==> src/dnbg_pkg.sv <==
// dnbg_pkg: constants for the diagnostic interrupt and beep code block
// assumes a 125 MHz clk; no other files needed
`default_nettype none
package dnbg_pkg;
  // ----------------------------------------------------------------
  // timing
  // ----------------------------------------------------------------
  localparam int unsigned CLK_MHZ        = 125;
  localparam int unsigned NMI_MIN_MS     = 30;
  localparam int unsigned NMI_MIN_CYC    = NMI_MIN_MS * 1000 * CLK_MHZ;
  localparam int unsigned BEEP_ON_MS     = 200;
  localparam int unsigned BEEP_GAP_MS    = 200;
  localparam int unsigned DIGIT_GAP_MS   = 800;
  localparam int unsigned BEEP_ON_CYC    = BEEP_ON_MS * 1000 * CLK_MHZ;
  localparam int unsigned BEEP_GAP_CYC   = BEEP_GAP_MS * 1000 * CLK_MHZ;
  localparam int unsigned DIGIT_GAP_CYC  = DIGIT_GAP_MS * 1000 * CLK_MHZ;
  // ----------------------------------------------------------------
  // beep codes, four digits of four bits, first digit high
  // ----------------------------------------------------------------
  localparam logic [15:0] CODE_NO_CPU    = 16'h1521;
  localparam logic [15:0] CODE_PG_DROP   = 16'h1542;
  localparam logic [15:0] CODE_PG_TMO    = 16'h1544;
  localparam logic [15:0] CODE_VR_WDT    = 16'h1512;
  localparam logic [15:0] CODE_PSU_MIX   = 16'h1514;
  localparam int unsigned NUM_FAULTS     = 5;
endpackage : dnbg_pkg
`default_nettype wire

==> src/dnbg_beeper.sv <==
// dnbg_beeper: plays one four-digit code as beep bursts
// assumes start pulses only while idle is high; same clock domain
`timescale 1ns/1ps
`default_nettype none
module dnbg_beeper #(
  parameter int unsigned ON_CYC  = dnbg_pkg::BEEP_ON_CYC,
  parameter int unsigned GAP_CYC = dnbg_pkg::BEEP_GAP_CYC,
  parameter int unsigned DIG_CYC = dnbg_pkg::DIGIT_GAP_CYC
) (
  // clock and reset
  input  wire logic        clk,
  input  wire logic        nrst,
  // request
  input  wire logic        start,
  input  wire logic [15:0] code,
  // status and speaker
  output logic             idle,
  output logic             beep
);
  typedef enum logic [1:0] {DNBG_IDLE, DNBG_ON, DNBG_GAP} dnbg_bstate_e;
  dnbg_bstate_e st, next_st;
  logic [31:0] cnt, next_cnt;
  logic [15:0] shreg, next_shreg;
  logic [3:0]  left, next_left;
  logic [2:0]  digs, next_digs;
  logic        next_beep;

  // ----------------------------------------------------------------
  // burst sequencer
  // ----------------------------------------------------------------
  always_comb begin
    next_st = st;
    next_cnt = cnt;
    next_shreg = shreg;
    next_left = left;
    next_digs = digs;
    next_beep = 1'b0;
    case (st)
      DNBG_IDLE: begin
        if (start && code[15:12] != 4'h0) begin
          next_st = DNBG_ON;
          next_cnt = ON_CYC - 1;
          next_shreg = {code[11:0], 4'h0};
          next_left = code[15:12];
          next_digs = 3'h3;
          next_beep = 1'b1;
        end
      end
      DNBG_ON: begin
        next_beep = 1'b1;
        if (cnt == 0) begin
          next_beep = 1'b0;
          next_st = DNBG_GAP;
          next_left = left - 4'h1;
          // short gap inside a digit, long pause between digits
          next_cnt = (left == 4'h1) ? DIG_CYC - 1 : GAP_CYC - 1; // RULE16
        end else begin
          next_cnt = cnt - 1;
        end
      end
      DNBG_GAP: begin
        if (cnt != 0) begin
          next_cnt = cnt - 1;
        end else if (left != 4'h0) begin
          next_st = DNBG_ON;
          next_cnt = ON_CYC - 1;
          next_beep = 1'b1;
        end else if (digs != 3'h0 && shreg[15:12] != 4'h0) begin
          // next digit: beep count equals its value
          next_left = shreg[15:12]; // RULE9
          next_shreg = {shreg[11:0], 4'h0};
          next_digs = digs - 3'h1;
          next_st = DNBG_ON;
          next_cnt = ON_CYC - 1;
          next_beep = 1'b1;
        end else begin
          next_st = DNBG_IDLE;
        end
      end
      default: next_st = DNBG_IDLE;
    endcase
  end

  always_ff @(posedge clk or negedge nrst) begin
    if (!nrst) begin
      st <= DNBG_IDLE;
      cnt <= 32'h0;
      shreg <= 16'h0;
      left <= 4'h0;
      digs <= 3'h0;
      beep <= 1'b0;
      idle <= 1'b1;
    end else begin
      st <= next_st;
      cnt <= next_cnt;
      shreg <= next_shreg;
      left <= next_left;
      digs <= next_digs;
      beep <= next_beep;
      idle <= (next_st == DNBG_IDLE);
    end
  end
endmodule : dnbg_beeper
`default_nettype wire

==> src/dnbg_top.sv <==
// dnbg_top: diagnostic interrupt pulse and beep code generator
// assumes pins arrive asynchronous; command and watchdog strobes on clk
//
// What this block does
// RULE1 - hold each diagnostic interrupt pulse at least thirty milliseconds.
// RULE2 - after one pulse, suppress more until system reset or power-down.
// RULE3 - pulse on chassis control request, when armed.
// RULE4 - pulse on front-panel diagnostic button press, when armed.
// RULE5 - pulse on watchdog pre-timeout with interrupt action configured.
// RULE6 - chassis control cause logs no event.
// RULE7 - front-panel cause pulses and logs a sensor event.
// RULE8 - watchdog cause pulses but logs no front-panel event.
// RULE9 - each code digit sounds as that many beeps.
// RULE10 - play a code once per detection, never continuously.
// RULE11 - code 1-5-2-1 when no processor or first socket empty.
// RULE12 - code 1-5-4-2 when power good drops unexpectedly.
// RULE13 - code 1-5-4-4 when power good misses its assertion time.
// RULE14 - code 1-5-1-2 when voltage regulator watchdog sensor asserts.
// RULE15 - code 1-5-1-4 on power failure with incompatible supply fitted.
// RULE16 - short gap between beeps, longer pause between digits.
`timescale 1ns/1ps
`default_nettype none
module dnbg_top #(
  parameter int unsigned NMI_CYC = dnbg_pkg::NMI_MIN_CYC,
  parameter int unsigned ON_CYC  = dnbg_pkg::BEEP_ON_CYC,
  parameter int unsigned GAP_CYC = dnbg_pkg::BEEP_GAP_CYC,
  parameter int unsigned DIG_CYC = dnbg_pkg::DIGIT_GAP_CYC
) (
  // clock and reset
  input  wire logic clk,
  input  wire logic nrst,
  // interrupt causes, pulses on clk
  input  wire logic chassis_diag_req,
  input  wire logic wdt_pretimeout,
  input  wire logic wdt_action_nmi,
  // front panel button, asynchronous, active low
  input  wire logic fp_diag_btn_n,
  // system state, asynchronous levels
  input  wire logic sys_reset,
  input  wire logic sys_power_down,
  // failure detections, asynchronous levels
  input  wire logic cpu_missing,
  input  wire logic pg_dropout,
  input  wire logic pg_timeout,
  input  wire logic voltage_regulator_wdt,
  input  wire logic psu_mismatch_fail,
  // outputs
  output logic      nmi_out,
  output logic      fp_diag_event,
  output logic      beep
);
  localparam int NF = dnbg_pkg::NUM_FAULTS;

  // ----------------------------------------------------------------
  // input synchronisers
  // ----------------------------------------------------------------
  // synchroniser bit positions, faults at the bottom
  localparam int BIT_PD  = NF;
  localparam int BIT_RST = NF + 1;
  localparam int BIT_BTN = NF + 2;
  logic [BIT_BTN:0] sy1;
  logic [BIT_BTN:0] sy2;
  logic [BIT_BTN:0] sy3;
  logic [BIT_BTN:0] raw;
  // button pin is active low, inverted before the edge detector
  assign raw = {~fp_diag_btn_n,
                sys_reset,
                sys_power_down,
                psu_mismatch_fail,
                voltage_regulator_wdt,
                pg_timeout,
                pg_dropout,
                cpu_missing};
  always_ff @(posedge clk or negedge nrst) begin
    if (!nrst) begin
      sy1 <= '0;
      sy2 <= '0;
      sy3 <= '0;
    end else begin
      sy1 <= raw;
      sy2 <= sy1;
      sy3 <= sy2;
    end
  end

  // ----------------------------------------------------------------
  // edge detection on synchronised levels
  // ----------------------------------------------------------------
  logic          btn_rise;
  logic          rearm;
  logic [NF-1:0] fault_rise;
  assign btn_rise   = sy2[BIT_BTN] & ~sy3[BIT_BTN];
  // either level re-arms; only the second stage is read
  assign rearm      = sy2[BIT_RST] | sy2[BIT_PD];
  assign fault_rise = sy2[NF-1:0] & ~sy3[NF-1:0];

  // ----------------------------------------------------------------
  // interrupt pulse
  // ----------------------------------------------------------------
  logic        armed;
  logic        next_armed;
  logic [31:0] ncnt;
  logic [31:0] next_ncnt;
  logic        next_nmi;
  logic        next_ev;
  logic        cause_any;
  // any of the three causes: sync strobes and the button edge
  assign cause_any = chassis_diag_req // RULE3
                   | btn_rise // RULE4
                   | (wdt_pretimeout & wdt_action_nmi); // RULE5
  always_comb begin
    next_armed = armed;
    next_ncnt = ncnt;
    next_nmi = nmi_out;
    next_ev = 1'b0;
    if (nmi_out) begin
      if (ncnt == 0) begin
        next_nmi = 1'b0;
      end else begin
        next_ncnt = ncnt - 1; // RULE1
      end
    end else if (armed && cause_any) begin
      next_nmi = 1'b1;
      next_ncnt = NMI_CYC - 1; // RULE1
      next_armed = 1'b0; // RULE2
    end
    // only the button logs; chassis and watchdog causes do not
    if (armed && !nmi_out && btn_rise) begin // RULE6 RULE8
      next_ev = 1'b1; // RULE7
    end
    // rearm waits for the pulse end so the pulse is never cut short
    if (rearm && !next_nmi) begin
      next_armed = 1'b1; // RULE2
    end
  end

  // ----------------------------------------------------------------
  // interrupt registers
  // ----------------------------------------------------------------
  always_ff @(posedge clk or negedge nrst) begin
    if (!nrst) begin
      armed <= 1'b1;
      ncnt <= 32'h0;
      nmi_out <= 1'b0;
      fp_diag_event <= 1'b0;
    end else begin
      armed <= next_armed;
      ncnt <= next_ncnt;
      nmi_out <= next_nmi;
      fp_diag_event <= next_ev;
    end
  end

  // ----------------------------------------------------------------
  // beep code selection
  // ----------------------------------------------------------------
  function automatic logic [15:0] code_of(input int unsigned idx);
    case (idx)
      0: code_of = dnbg_pkg::CODE_NO_CPU; // RULE11
      1: code_of = dnbg_pkg::CODE_PG_DROP; // RULE12
      2: code_of = dnbg_pkg::CODE_PG_TMO; // RULE13
      3: code_of = dnbg_pkg::CODE_VR_WDT; // RULE14
      default: code_of = dnbg_pkg::CODE_PSU_MIX; // RULE15
    endcase
  endfunction : code_of

  logic [NF-1:0] pend;
  logic [NF-1:0] next_pend;
  logic          b_idle;
  logic          b_start;
  logic          next_start;
  logic [15:0]   b_code;
  logic [15:0]   next_code;
  always_comb begin
    next_pend = pend | fault_rise; // RULE10
    next_start = 1'b0;
    next_code = b_code;
    if (b_idle && !b_start) begin
      for (int i = NF - 1; i >= 0; i--) begin
        if (pend[i]) begin
          next_code = code_of(i);
          next_start = 1'b1;
        end
      end
      // clear only the played one; a new rise still wins
      for (int i = 0; i < NF; i++) begin
        if (pend[i] && next_code == code_of(i) && !fault_rise[i]) begin
          next_pend[i] = 1'b0; // RULE10
        end
      end
    end
  end

  // ----------------------------------------------------------------
  // code launch registers
  // ----------------------------------------------------------------
  always_ff @(posedge clk or negedge nrst) begin
    if (!nrst) begin
      pend <= '0;
      b_start <= 1'b0;
      b_code <= 16'h0;
    end else begin
      pend <= next_pend;
      b_start <= next_start;
      b_code <= next_code;
    end
  end

  // ----------------------------------------------------------------
  // burst player
  // ----------------------------------------------------------------
  dnbg_beeper #(
    .ON_CYC  (ON_CYC),
    .GAP_CYC (GAP_CYC),
    .DIG_CYC (DIG_CYC)
  ) u_beeper (
    .clk   (clk),
    .nrst  (nrst),
    .start (b_start),
    .code  (b_code),
    .idle  (b_idle),
    .beep  (beep)
  );
endmodule : dnbg_top
`default_nettype wire

==> config.mk <==
export PLATFORM = sky130hd
export DESIGN_NAME = dnbg_top
export DESIGN_NICKNAME = d
export VERILOG_FILES = /design/src/dnbg_pkg.sv /design/src/dnbg_beeper.sv /design/src/dnbg_top.sv
export SDC_FILE = /design/constraint.sdc
export NUM_CORES = 1
export LEC_CHECK = 0
export BUFFER_PORTS_ARGS = -buffer_cell sky130_fd_sc_hd__clkbuf_2
export CAP_MARGIN = 20
export CORE_ASPECT_RATIO = 0.7
export CORE_UTILIZATION = 37
export DETAILED_ROUTE_END_ITERATION = 12
export PLACE_DENSITY = 0.5
export SYNTH_ARGS = -nofsm -noshare
export SYNTH_HDL_FRONTEND = slang
export SYNTH_SLANG_ARGS = --single-unit
==> constraint.sdc <==
create_clock -name clk -period 2.98 [get_ports clk]
set_input_delay 0.298 -clock clk [delete_from_list [all_inputs] [get_ports clk]]
set_output_delay 0.298 -clock clk [all_outputs]
set_load 0.02 [all_outputs]
==> run summary, run 1 <==
The flow ran to the end, and the final reports show no timing, DRC or antenna violations. The number of failing setup endpoints in the final timing report is 0. For the global-route met2 utilization, the log shows 0.2474. The final clock period utilization by the worst path is 0.9390.

TritonCTS built the clock tree. The share of layout cells above drive strength 1 is 0.1421. The root buffer cell was sky130_fd_sc_hd__clkbuf_16.

The logs give 0.314 for the clock network fraction of total power and 3.14 ns for the data arrival time at the worst-slack endpoint. The number of storage elements in the synthesis netlist works out to 134. The detailed-route vias per instance is 5.376, and the max-slew headroom at the worst pin is 0.5139. Port buffering added 15 buffers. On the worst path, the slowest cell contributes a delay of 0.59 ns.

The logs give 10890 um for the detailed placer's ending HPWL and 0 for the remaining global-route overflow. Library cell with the highest instance count after synthesis: sky130_fd_sc_hd__dfrtp_1. The number of global-route vias before repair is 5048.

The logs give 0.1860 for the global router's overall resource usage and 17220 um2 for the area of the placeable core. The hold violation count in the final report came out at 0. The tools report the final-report max-slew violation count as 0. After the last flow step, the layout net total stands at 758. In this run the remaining antenna-violating nets after routing total 0. The total negative setup slack was 0 ns; the buffering stage count on the worst path with inverters included was 0. At the end of routability-driven placement, the weighted congestion stood at 0.8555. The tools report the boundary pin count as 16.

After clock tree synthesis, the clock-pin slew on the worst setup and hold paths is 0.06 ns. Class of the most critical hold timing path: in -> reg. Counting stages on the worst path, the most repeated cell is sky130_fd_sc_hd__or4_4.

Ranked by instance count, the synthesized netlist is headed by sky130_fd_sc_hd__dfrtp_1, sky130_fd_sc_hd__nor2_1, sky130_fd_sc_hd__a21oi_1. The internal portion of the total power is 0.004128 W. STA classifies the critical path endpoint as a register.

The routed design has 15650 um of wire. Family with the most delay on the worst path: simple AND/OR/NAND/NOR gates. The average instance area after synthesis was 9.589 um2. In this run the most used layer during global routing was met1.

The top-area cell type share of the netlist area came out at 0.5051. The synthesized design spends more area on one cell type than any other, namely sky130_fd_sc_hd__dfrtp_1. The area enclosed by the die boundary came out at 18220 um2. The later pin in the worst-skew pair is clocked with a latency of 0.42 ns. In this run the static leakage power is 3.221 nW. Across the routed clock network, the largest skew measured is 0.007840 ns. After synthesis, the cell types taking the most area are sky130_fd_sc_hd__dfrtp_1, sky130_fd_sc_hd__a21oi_1, sky130_fd_sc_hd__o21ai_0. The sequential element share of the synthesized area is 0.5131. The area growth from synthesis to layout is 18.16%. Of all nets on the critical path, the largest fanout is 21. The share of synthesized registers carrying an async set or reset came out at 1.000.

The floorplan has 40 rows. The cell at the slowest stage of the critical path was sky130_fd_sc_hd__or4_4. The launch point of the worst reg-to-reg path was u_beeper.cnt[24].

Synthesis produced a netlist with a net count of 707. Endpoint required time on the critical path: 3.32 ns. The first global-routing pass estimated 26480 um of wire. In the routed design, unresolved DRC markers number 0. Clock tree synthesis inserted a total of 17 buffers. The number of instances resized during post-cts repair was 0.

For this run, the leading register cell type out of synthesis is sky130_fd_sc_hd__dfrtp_1. Entering global routing, the biggest net connects 79 pins. The fraction of met1 tracks used by global routing came out at 0.2869. The effective utilization at floorplan is 0.3799, and the number of standard cells in the final layout excluding fillers is 977. After layout, the minimum clock period comes to 2.798 ns. The total standard cell area after synthesis is 6540 um2, and the number of cell instances on the worst register-to-register path is 6. Summed over all nets, the switching power comes to 0.002310 W. Across all register-to-register paths, the minimum setup slack is 0.18 ns. In the final routed layout, each cell accounts on average for 16.02 um. The critical path crosses 6 cells after its start point.

The die extent in x is 160.9 um, and the number of cells in the design after placement is 937. For the combinational fraction of design power, the log shows 0.308. Yosys printed 0 warnings. The number of distinct library cells after synthesis is 60, and the count of inserted antenna diode cells is 0.

At the pin with the least slew margin, the transition time is 0.7291 ns. The critical path launch point type is a register. The synthesized design contains 0 enable-type register cells.

The tools report the met3 layer usage reported by global route as 0.04765. Measured along the y axis, the die boundary spans 113.2 um. The kind of critical path was reg -> reg. The number of antenna violations at the first check in global routing came out at 0. Following the worst setup path forward leads to its endpoint at u_beeper.cnt[22]. In this run the number of H-tree levels came out at 4. The share of total power in sequential cells is 0.378, and the fraction of power spent switching nets is 0.3588. Summing over every cut layer, the via total after detailed routing is 5252.

Power spread over the standard cell area amounts to 833.2 nW/um2. Instance count of the mapped netlist: 682. The clock sink total is 134. Traced cell by cell, the critical path runs through or4_4, or4_4, nor3_2, a31o_2, nor2_1, a2bb2oi_1. The worst register-to-register path ends at u_beeper.cnt[22]. The maximum clock frequency was 357.4 MHz; the largest buffer count on any clock path was 2. The total iterations of the first detailed-routing run is 5, and the number of violations of the max-capacitance limit is 0. Setup repair after global routing left no endpoint under its margin.

The run gives 360 as the count of routing violations after the opening detailed-route iteration. The worst setup path startpoint is u_beeper.cnt[24]. The maximum resistive drop on vdd was 0.0003565 V.
## state kept, by name (all words and copies together), names as in the netlist, 2 cells and up
signal and count:
b_code 16, pend 5, sy3 6, u_beeper.cnt 32, u_beeper.shreg 12, ncnt 32
u_beeper.st 2, sy2 8, u_beeper.digs 3, sy1 8, u_beeper.left 4
## final cells by class
class / instances / area (um2)
clock buffers: 19 / 442.9
inverters: 29 / 108.9
repair buffers: 57 / 429.2
well taps: 231 / 289.0
fillers: 1652 / 9489
multi-input cells: 494 / 2975
clock inverters: 13 / 126.4
flip-flops and latches: 134 / 3356
## power by group through the flow
| stage | Sequential [W] | Clock, W | Combinational (W) |
|---|---|---|---|
| floorplan | 0.00236 | 0 | 0.00142 |
| global placement | 0.00245 | 0 | 0.00192 |
| detailed placement | 0.00246 | 0 | 0.00197 |
| CTS | 0.00243 | 0.00206 | 0.00198 |
| global route | 0.00248 | 0.00215 | 0.00224 |
| finish | 0.00244 | 0.00202 | 0.00198 |
## cell families (layout without fill, tap and decap cells)
| kind of cell | count (synthesis) | after routing | share of synthesized area |
|---|---|---|---|
| xor gates and xnor gates | 16 | 16 | 0.02143 |
| muxes | 13 | 13 | 0.02028 |
| adders and majority gates | 12 | 12 | 0.02296 |
| AOI/OAI and AO/OA | 189 | 189 | 0.1842 |
| and+or+nand+nor | 264 | 264 | 0.2049 |
| buffers and inverters | 54 | 118 | 0.03309 |
| DFF | 134 | 134 | 0.5131 |
## worst min-delay path by stage
stage                              from   endpoint  slack, ns  cells after the start
final                     fp_diag_btn_n     sy1[7]       0.02                      2
after global routing      fp_diag_btn_n     sy1[7]       0.01                      2
after CTS                 fp_diag_btn_n     sy1[7]      0.001                      2
after detailed placement         sy1[7]     sy2[7]       0.34                      0
after global placement           sy1[5]     sy2[5]       0.33                      0
after floorplan                    nrst  b_code[0]      0.002                      0
## what timing repair did
item	4_1_cts	5_1_grt
hold buffers	8	0
hold endpoints to repair	82	0
setup buffers	0	0
## worst register-to-register path, cell delays in order, from the launching register on
cell and delay [ns]:
sky130_fd_sc_hd__dfrtp_1 0.43, sky130_fd_sc_hd__or4_4 0.59, sky130_fd_sc_hd__or4_4 0.48, sky130_fd_sc_hd__nor3_2 0.29
sky130_fd_sc_hd__a31o_2 0.51, sky130_fd_sc_hd__nor2_1 0.23, sky130_fd_sc_hd__a2bb2oi_1 0.18
## placed cells by master, fill, tap and decap left out, types with 9 or more instances in the layout
cell / n
sky130_fd_sc_hd__nor3_1: 25
sky130_fd_sc_hd__clkbuf_16: 17
sky130_fd_sc_hd__nor2_1: 68
sky130_fd_sc_hd__nor2b_1: 10
sky130_fd_sc_hd__xnor2_1: 10
sky130_fd_sc_hd__or3_1: 14
sky130_fd_sc_hd__inv_1: 28
sky130_fd_sc_hd__o31ai_1: 12
sky130_fd_sc_hd__dfrtp_1: 132
sky130_fd_sc_hd__o21ai_0: 51
sky130_fd_sc_hd__mux2i_1: 11
sky130_fd_sc_hd__nand2b_1: 9
sky130_fd_sc_hd__nand3_1: 22
sky130_fd_sc_hd__buf_4: 33
sky130_fd_sc_hd__nor4_1: 17
sky130_fd_sc_hd__o22a_1: 10
sky130_fd_sc_hd__ha_1: 12
sky130_fd_sc_hd__nand2_1: 54
sky130_fd_sc_hd__clkbuf_2: 14
sky130_fd_sc_hd__a21oi_1: 56
## through the flow
step           hold WS [ns]  cell area (um2)  setup WS [ns]  utilization  power, W
5_1_grt             0.01186             7727        0.02933       0.4488  0.006861
6_report            0.01602             7727         0.1817       0.4488  0.006439
4_1_cts            0.001212             7727         0.1957       0.4488  0.006475
2_1_floorplan      0.002409             6540         0.3406            -  0.003781
3_3_place_gp         0.3334             7078         0.2232       0.4111  0.004368
3_5_place_dp         0.3371             7078         0.2148       0.4111  0.004427
## per-layer routing
metal  vias to the layer above  routed length (um)
li1                       2595                   -
met1                      2529                8406
met3                        12                 847
met4                         0                 150
met2                       116                6248
met5                         -                   0
(Power assumes the default switching activity.)
==> inputs of run 2 (changes only) <==
==> constraint.sdc (replaced) <==
create_clock -name clk -period 3.05 [get_ports clk]
set_input_delay 0.305 -clock clk [delete_from_list [all_inputs] [get_ports clk]]
set_output_delay 0.305 -clock clk [all_outputs]
set_load 0.02 [all_outputs]
==> run summary, run 2 (synthesis gave the netlist of run 1 again) <==
IR analysis of the VDD net gives a maximum drop of 0.0002989 V. The register-to-register setup slack was 0.27 ns. Data on the critical path is required at its endpoint by 3.41 ns. For the pin with the worst max-slew slack, the measured transition is 0.7098 ns. Setup violations remaining at the end of the flow were counted as 0. Leaving out fill and tap cells, the most frequent cells in the layout are sky130_fd_sc_hd__dfrtp_1, sky130_fd_sc_hd__nor2_1, sky130_fd_sc_hd__a21oi_1, sky130_fd_sc_hd__nand2_1, sky130_fd_sc_hd__o21ai_0. The tools report the boundary pin count as 16. The run gives 0.4507 as the utilization after layout.

For the share of total power in sequential cells, the log shows 0.369. The number of clock buffers added by TritonCTS is 17. The detailed-route DRC error count is 0, and the total number of nets in the final design is 758.

The final-report max-slew violation count is 0, and the combinational fraction of design power is 0.302. Total power for the finished layout comes to 0.006447 W. The kind of critical path was reg -> reg. The routed layout has 5319 vias. Effective utilization at floorplan: 0.3799.

The area enclosed by the die boundary is 18220 um2, and the die height is 113.2 um. The total power density per cell area is 830.8 nW/um2. The tools report the critical path launch point type as a register. The worst hold margin is 0.02632 ns.

Compared with the post-synthesis result, the final layout area differs by 18.65%. Remaining global-route overflow: 0. The clock reaches the later pin of the worst-skew pair after 0.42 ns. The worst clock skew is 0.009219 ns. The time the final worst path needs with I/O delays and setup was 2.783 ns.

The share of layout cells above drive strength 1 works out to 0.1394. Root buffer cell: sky130_fd_sc_hd__clkbuf_16. At the end of routability-driven placement, the weighted congestion stood at 0.8009.

For the area of the placeable core, the log shows 17220 um2. For the data arrival time at the worst-slack endpoint, the log shows 3.14 ns. The count of input and output buffers came out at 15. TritonCTS built the clock tree. Once routing completed, OpenROAD measured the worst setup slack at 0.2671 ns. The clock-pin slew on the worst setup and hold paths was 0.06 ns; the final clock period utilization by the worst path was 0.9124.

The worst hold path belongs to the class in -> reg. The pre-antenna-repair detailed-routing pass consisted of 4 iterations. The maximum number of pins on one net before global-route repair came out at 75. The number of instances resized during post-cts repair was 0. The tools report the global router's overall resource usage as 0.1934. For the clock sink total, the log shows 134. The tools report the terminus of the critical flop-to-flop path as u_beeper.left[3]. The layout has 1642 filler cells. The largest registers in the layout are ncnt x32, u_beeper.cnt x32, b_code x16. The most critical setup path has its endpoint at u_beeper.left[3]. The tools report the detailed-route wire length as 16360 um.

The tools report the wire length of the first global-routing pass as 27500 um. Cell internal power was estimated by the tool at 0.004220 W. The maximum fanout along the worst path is 8.

The largest buffer count on any clock path is 2, and the number of violations of the max-capacitance limit is 0. The run gives 0 as the count of inserted antenna diode cells. The logs give 0.328 for the clock network fraction of total power and 0.2715 ns for the worst-case setup slack after placement. In the final timing run, aggregate negative setup slack is 0 ns. The average routed wire per standard cell was 16.74 um. Setup repair after global routing left no endpoint under its margin.

In the routed layout, each cell is associated on average with a via count of 5.444. The tools report the worst setup path startpoint as u_beeper.cnt[24]. The count of nets left with antenna violations once routing finished came out at 0. Once detailed placement completed, the half-perimeter wirelength came to 11350 um. The hold violation count in the final report came out at 0. The category of the worst setup path capture point is a register. In this run the core area contains 40 standard-cell rows. The die extent in x was 160.9 um. The logs give 0 for the number of antenna violations at the first check in global routing and 359.3 MHz for the maximum clock frequency. The fraction of power spent switching nets is 0.3455, and the H-tree depth is 4.

Measured in cells, the most critical reg-to-reg path has a length of 6. The library cell used most frequently in the layout, excluding fill and tap cells, is sky130_fd_sc_hd__dfrtp_1. In this run the power spent charging and discharging nets is 0.002227 W. The flow ran to the end, and the final reports show no timing, DRC or antenna violations. For the max-slew headroom at the worst pin, the log shows 0.5268.

The detailed router finished its first iteration with 321 violations. For this design the static power due to leakage is 3.252 nW. The tools report the number of global-route vias before repair as 5348.

The post-CTS setup buffer count was 0. In this run the critical register-to-register path is launched from u_beeper.cnt[24].
==> run 2: changes by cell type in the layout (fill, tap and decap cells not counted), sizes merged <==
cell / before / now
bufinv: 1 / 3
clkbuf: 33 / 37
clkinv: 8 / 7
clkinvlp: 3 / 0
inv: 30 / 28
==> run 2: repair_timing <==
action | 4_1_cts | 5_1_grt
hold buffers | 8 | 0
setup endpoints to repair | 0 | 0
endpoints found under the hold margin | 79 | 0
==> run 2: power groups by stage <==
| stage | Sequential, W | Clock (W) | Combinational (W) |
|---|---|---|---|
| 2_1_floorplan | 0.00231 | 0 | 0.00138 |
| 3_3_place_gp | 0.00239 | 0 | 0.00188 |
| 3_5_place_dp | 0.00240 | 0 | 0.00193 |
| 4_1_cts | 0.00238 | 0.00216 | 0.00194 |
| 5_1_grt | 0.00243 | 0.00224 | 0.00216 |
| 6_report | 0.00238 | 0.00212 | 0.00195 |
==> run 2: per-stage QoR <==
step	cell area, um2	std cells
floorplan	6540	682
global placement	7078	937
detailed placement	7078	937
CTS	7760	977
global route	7760	977
finish	7760	977
==> run 2: cell type report <==
cell class	instances	area, um2	area share
multi-input cells	494	2975	0.3834
well taps	231	289.0	0.03725
inverters	29	108.9	0.01403
clock buffers	23	478.0	0.06159
repair buffers	57	429.2	0.05530
flip-flops and latches	134	3356	0.4324
clock inverters	9	123.9	0.01596
==> run 2: how the worst min path moves through the flow <==
stage | startpoint | endpoint | slack [ns] | cells after the start
3_3_place_gp | sy1[5] | sy2[5] | 0.34 | 0
5_1_grt | fp_diag_btn_n | sy1[7] | 0.02 | 2
6_report | fp_diag_btn_n | sy1[7] | 0.03 | 2
3_5_place_dp | sy1[2] | sy2[2] | 0.33 | 0
2_1_floorplan | nrst | b_code[0] | 0.009 | 0
4_1_cts | fp_diag_btn_n | sy1[7] | 0.01 | 2
==> run 2: per-layer routing <==
layer / track usage / vias up / wire length, um
met2: 0.2802 / 130 / 6878
met4: 0.06164 / 0 / 171
met3: 0.04326 / 16 / 886
met1: 0.2849 / 2599 / 8422
li1: - / 2574 / -
met5: 0 / - / 0
==> run 2: critical path: stages, from the launching register on <==
cell and delay [ns]:
sky130_fd_sc_hd__dfrtp_1 0.43, sky130_fd_sc_hd__or4_4 0.58, sky130_fd_sc_hd__or4_4 0.47, sky130_fd_sc_hd__or3_1 0.37
sky130_fd_sc_hd__a311o_1 0.47, sky130_fd_sc_hd__a211o_1 0.30, sky130_fd_sc_hd__nand3_1 0.08
==> inputs of run 3 (changes only) <==
==> constraint.sdc (replaced) <==
create_clock -name clk -period 2.65 [get_ports clk]
set_input_delay 0.265 -clock clk [delete_from_list [all_inputs] [get_ports clk]]
set_output_delay 0.265 -clock clk [all_outputs]
set_load 0.02 [all_outputs]
==> run summary, run 3 (synthesis gave the netlist of run 1 again) <==
The run gives 5386 as the number of global-route vias before repair. The library cells used most frequently in the layout, excluding fill and tap cells, are sky130_fd_sc_hd__dfrtp_1, sky130_fd_sc_hd__nor2_1, sky130_fd_sc_hd__a21oi_1, sky130_fd_sc_hd__nand2_1, sky130_fd_sc_hd__o21ai_0. The core region is 17220 um2. Count of input and output buffers: 15. In this run the critical register-to-register path is captured at u_beeper.left[3].

The time the final worst path needs with I/O delays and setup came out at 2.591 ns. The tools report the weighted congestion reported at the end of routability-driven placement as 0.8289. The run gives 0 as the count of inserted antenna diode cells. The tools report the remaining global-route overflow as 0. STA classifies the critical path startpoint as a register.

Timing would allow up to 385.9 MHz. The class of the most critical hold timing path was in -> async. The die is 113.2 um tall. The floorplan row count came out at 40. The count of routing violations after the opening detailed-route iteration was 340. The first detailed-routing pass ran for 5 iterations.

The die extent in x came out at 160.9 um. Setup repair after global routing left no endpoint under its margin. The buffering stage count on the worst path with inverters included came out at 0. The final-report max-slew violation count was 0. The startpoint identified for the worst register-to-register timing path is u_beeper.cnt[24]. Final critical-path setup slack: 0.05882 ns.

The worst setup path is captured at a register. Clock sink total: 134. The share of layout cells above drive strength 1 came out at 0.1596. The final clock period utilization by the worst path is 0.9778, and the average routed wire per standard cell is 16.06 um. Wires add up to 15880 um. After detailed routing, the number of vias per cell comes to 5.472. Buffers inserted during clock tree synthesis total 17. At the end of the flow, the number of nets in the layout was 770. Worst-case setup slack after placement: -0.003349 ns. The cell at the slowest stage of the critical path was sky130_fd_sc_hd__or4_4. The detailed router placed 5412 vias in this run. Once detail routing completed, the nets flagged for antenna violations numbered 0. The critical path goes through or4_4, or4_4, or3_1, a311o_2, a211o_1, nand3_1. For the pin with the worst max-slew slack, the measured transition is 0.4698 ns. The most common library cell in the layout ignoring fill and taps is sky130_fd_sc_hd__dfrtp_1.

No sink is reached through more buffers than the 2 on the longest clock path. Root buffer cell: sky130_fd_sc_hd__clkbuf_16. The relative area change from synthesis to final layout works out to 20.87%.

Highest cell delay on the worst timing path: 0.54 ns. Counting cells, the worst reg-to-reg path comes to 6. The tool flagged a number of max-cap violations equal to 0. Across all register-to-register paths, the minimum setup slack is 0.06 ns. Counting buffers and inverters, the worst setup path is 6 cells deep.

The logs give 0 for the number of antenna violations at the first check in global routing and 0 for the hold violation count in the final report. The maximum fanout along the worst path works out to 8. The clock network latency to the later pin of the worst-skew pair came out at 0.42 ns.

CTS built an H-tree with a depth of 4. The largest registers in the layout are ncnt x32, u_beeper.cnt x32, b_code x16. The die covers 18220 um2.

Detailed placement ended at an HPWL of 10880 um. STA puts the critical path data required time at 3.00 ns. Leakage component of the power: 3.313 nW. The data arrival time at the worst-slack endpoint was 2.95 ns; the final-layout fill cell count was 1668. For the maximum number of pins on one net before global-route repair, the log shows 59. The tools report the max-slew headroom at the worst pin as 0.6856.

The worst-case IR drop observed on VDD is 0.0005924 V. The tools report the number of failing setup endpoints in the final timing report as 0. 16 I/O pins were placed.

The run finished with clean final reports. Clock-pin slew was measured on the worst setup and hold paths at 0.06 ns. For this design the ratio of total power to cell area is 954.3 nW/um2. By startpoint and endpoint, the worst setup path is classified as reg -> reg. Clock skew on the completed layout was measured at 0.008222 ns.

For the effective utilization at floorplan, the log shows 0.3799. The run gives 0.1907 as the global router's overall resource usage. The first global-routing pass estimated 27350 um of wire. The detailed-route DRC error count is 0. Grouping stages by cell kind, the critical path spends the most delay in simple AND/OR/NAND/NOR gates.

Worst hold margin: 0.3359 ns. TritonCTS built the clock tree. The library cell appearing most often on the critical path is sky130_fd_sc_hd__or4_4.
## run 3: worst max path at each step
stage                           from                to  slack, ns
finish              u_beeper.cnt[24]  u_beeper.left[3]       0.06
global route        u_beeper.cnt[24]  u_beeper.left[3]      0.005
CTS                 u_beeper.cnt[24]  u_beeper.left[3]    0.00006
detailed placement  u_beeper.cnt[24]  u_beeper.left[3]     -0.003
global placement    u_beeper.cnt[24]  u_beeper.left[3]       0.02
floorplan           u_beeper.cnt[24]  u_beeper.left[3]       0.01
## run 3: layout make-up
type	instances	area (um2)	area share
multi-input combinational	494	3002	0.3797
timing repair buffer	69	559.3	0.07075
sequential	134	3356	0.4245
clock buffer	19	442.9	0.05603
clock inverter	13	147.6	0.01868
inverter	29	108.9	0.01377
tap	231	289.0	0.03656
## run 3: repair_timing
| action | CTS | global route |
|---|---|---|
| setup endpoints to repair | 1 | 42 |
| hold buffers | 9 | 0 |
| pin swaps | 0 | 1 |
| resized for setup | 1 | 4 |
| buffers inserted | 0 | 3 |
| endpoints found under the hold margin | 48 | 0 |
## run 3: metrics by stage
| step | TNS (ns) | total power [W] | instance area (um2) | util | std cells |
|---|---|---|---|---|---|
| after floorplan | 0 | 0.004252 | 6540 | - | 682 |
| final | 0 | 0.007544 | 7905 | 0.4592 | 989 |
| after global routing | 0 | 0.008012 | 7905 | 0.4592 | 989 |
| after CTS | 0 | 0.007538 | 7858 | 0.4564 | 986 |
| after detailed placement | -0.003349 | 0.005137 | 7176 | 0.4168 | 945 |
| after global placement | 0 | 0.005100 | 7176 | 0.4168 | 945 |
## run 3: where the power goes
part	switching [W]	internal, W
logic	0.00138	0.00108
registers	0.000331	0.00240
clock network	0.000938	0.00142
## run 3: worst reg2reg max path: cells and delay by family (launching register included)
family             cells  cell delay [ns]
AOI/OAI and AO/OA      2             0.69
DFF                    1             0.38
and+or+nand+nor        4             1.46
## run 3: layer usage
metal | global-route usage | share of wire | vias up
li1 | - | - | 2609
met1 | 0.2745 | 0.51 | 2668
met2 | 0.2787 | 0.43 | 116
met3 | 0.04509 | 0.047 | 19
met4 | 0.06792 | 0.015 | 0
met5 | 0 | 0 | -
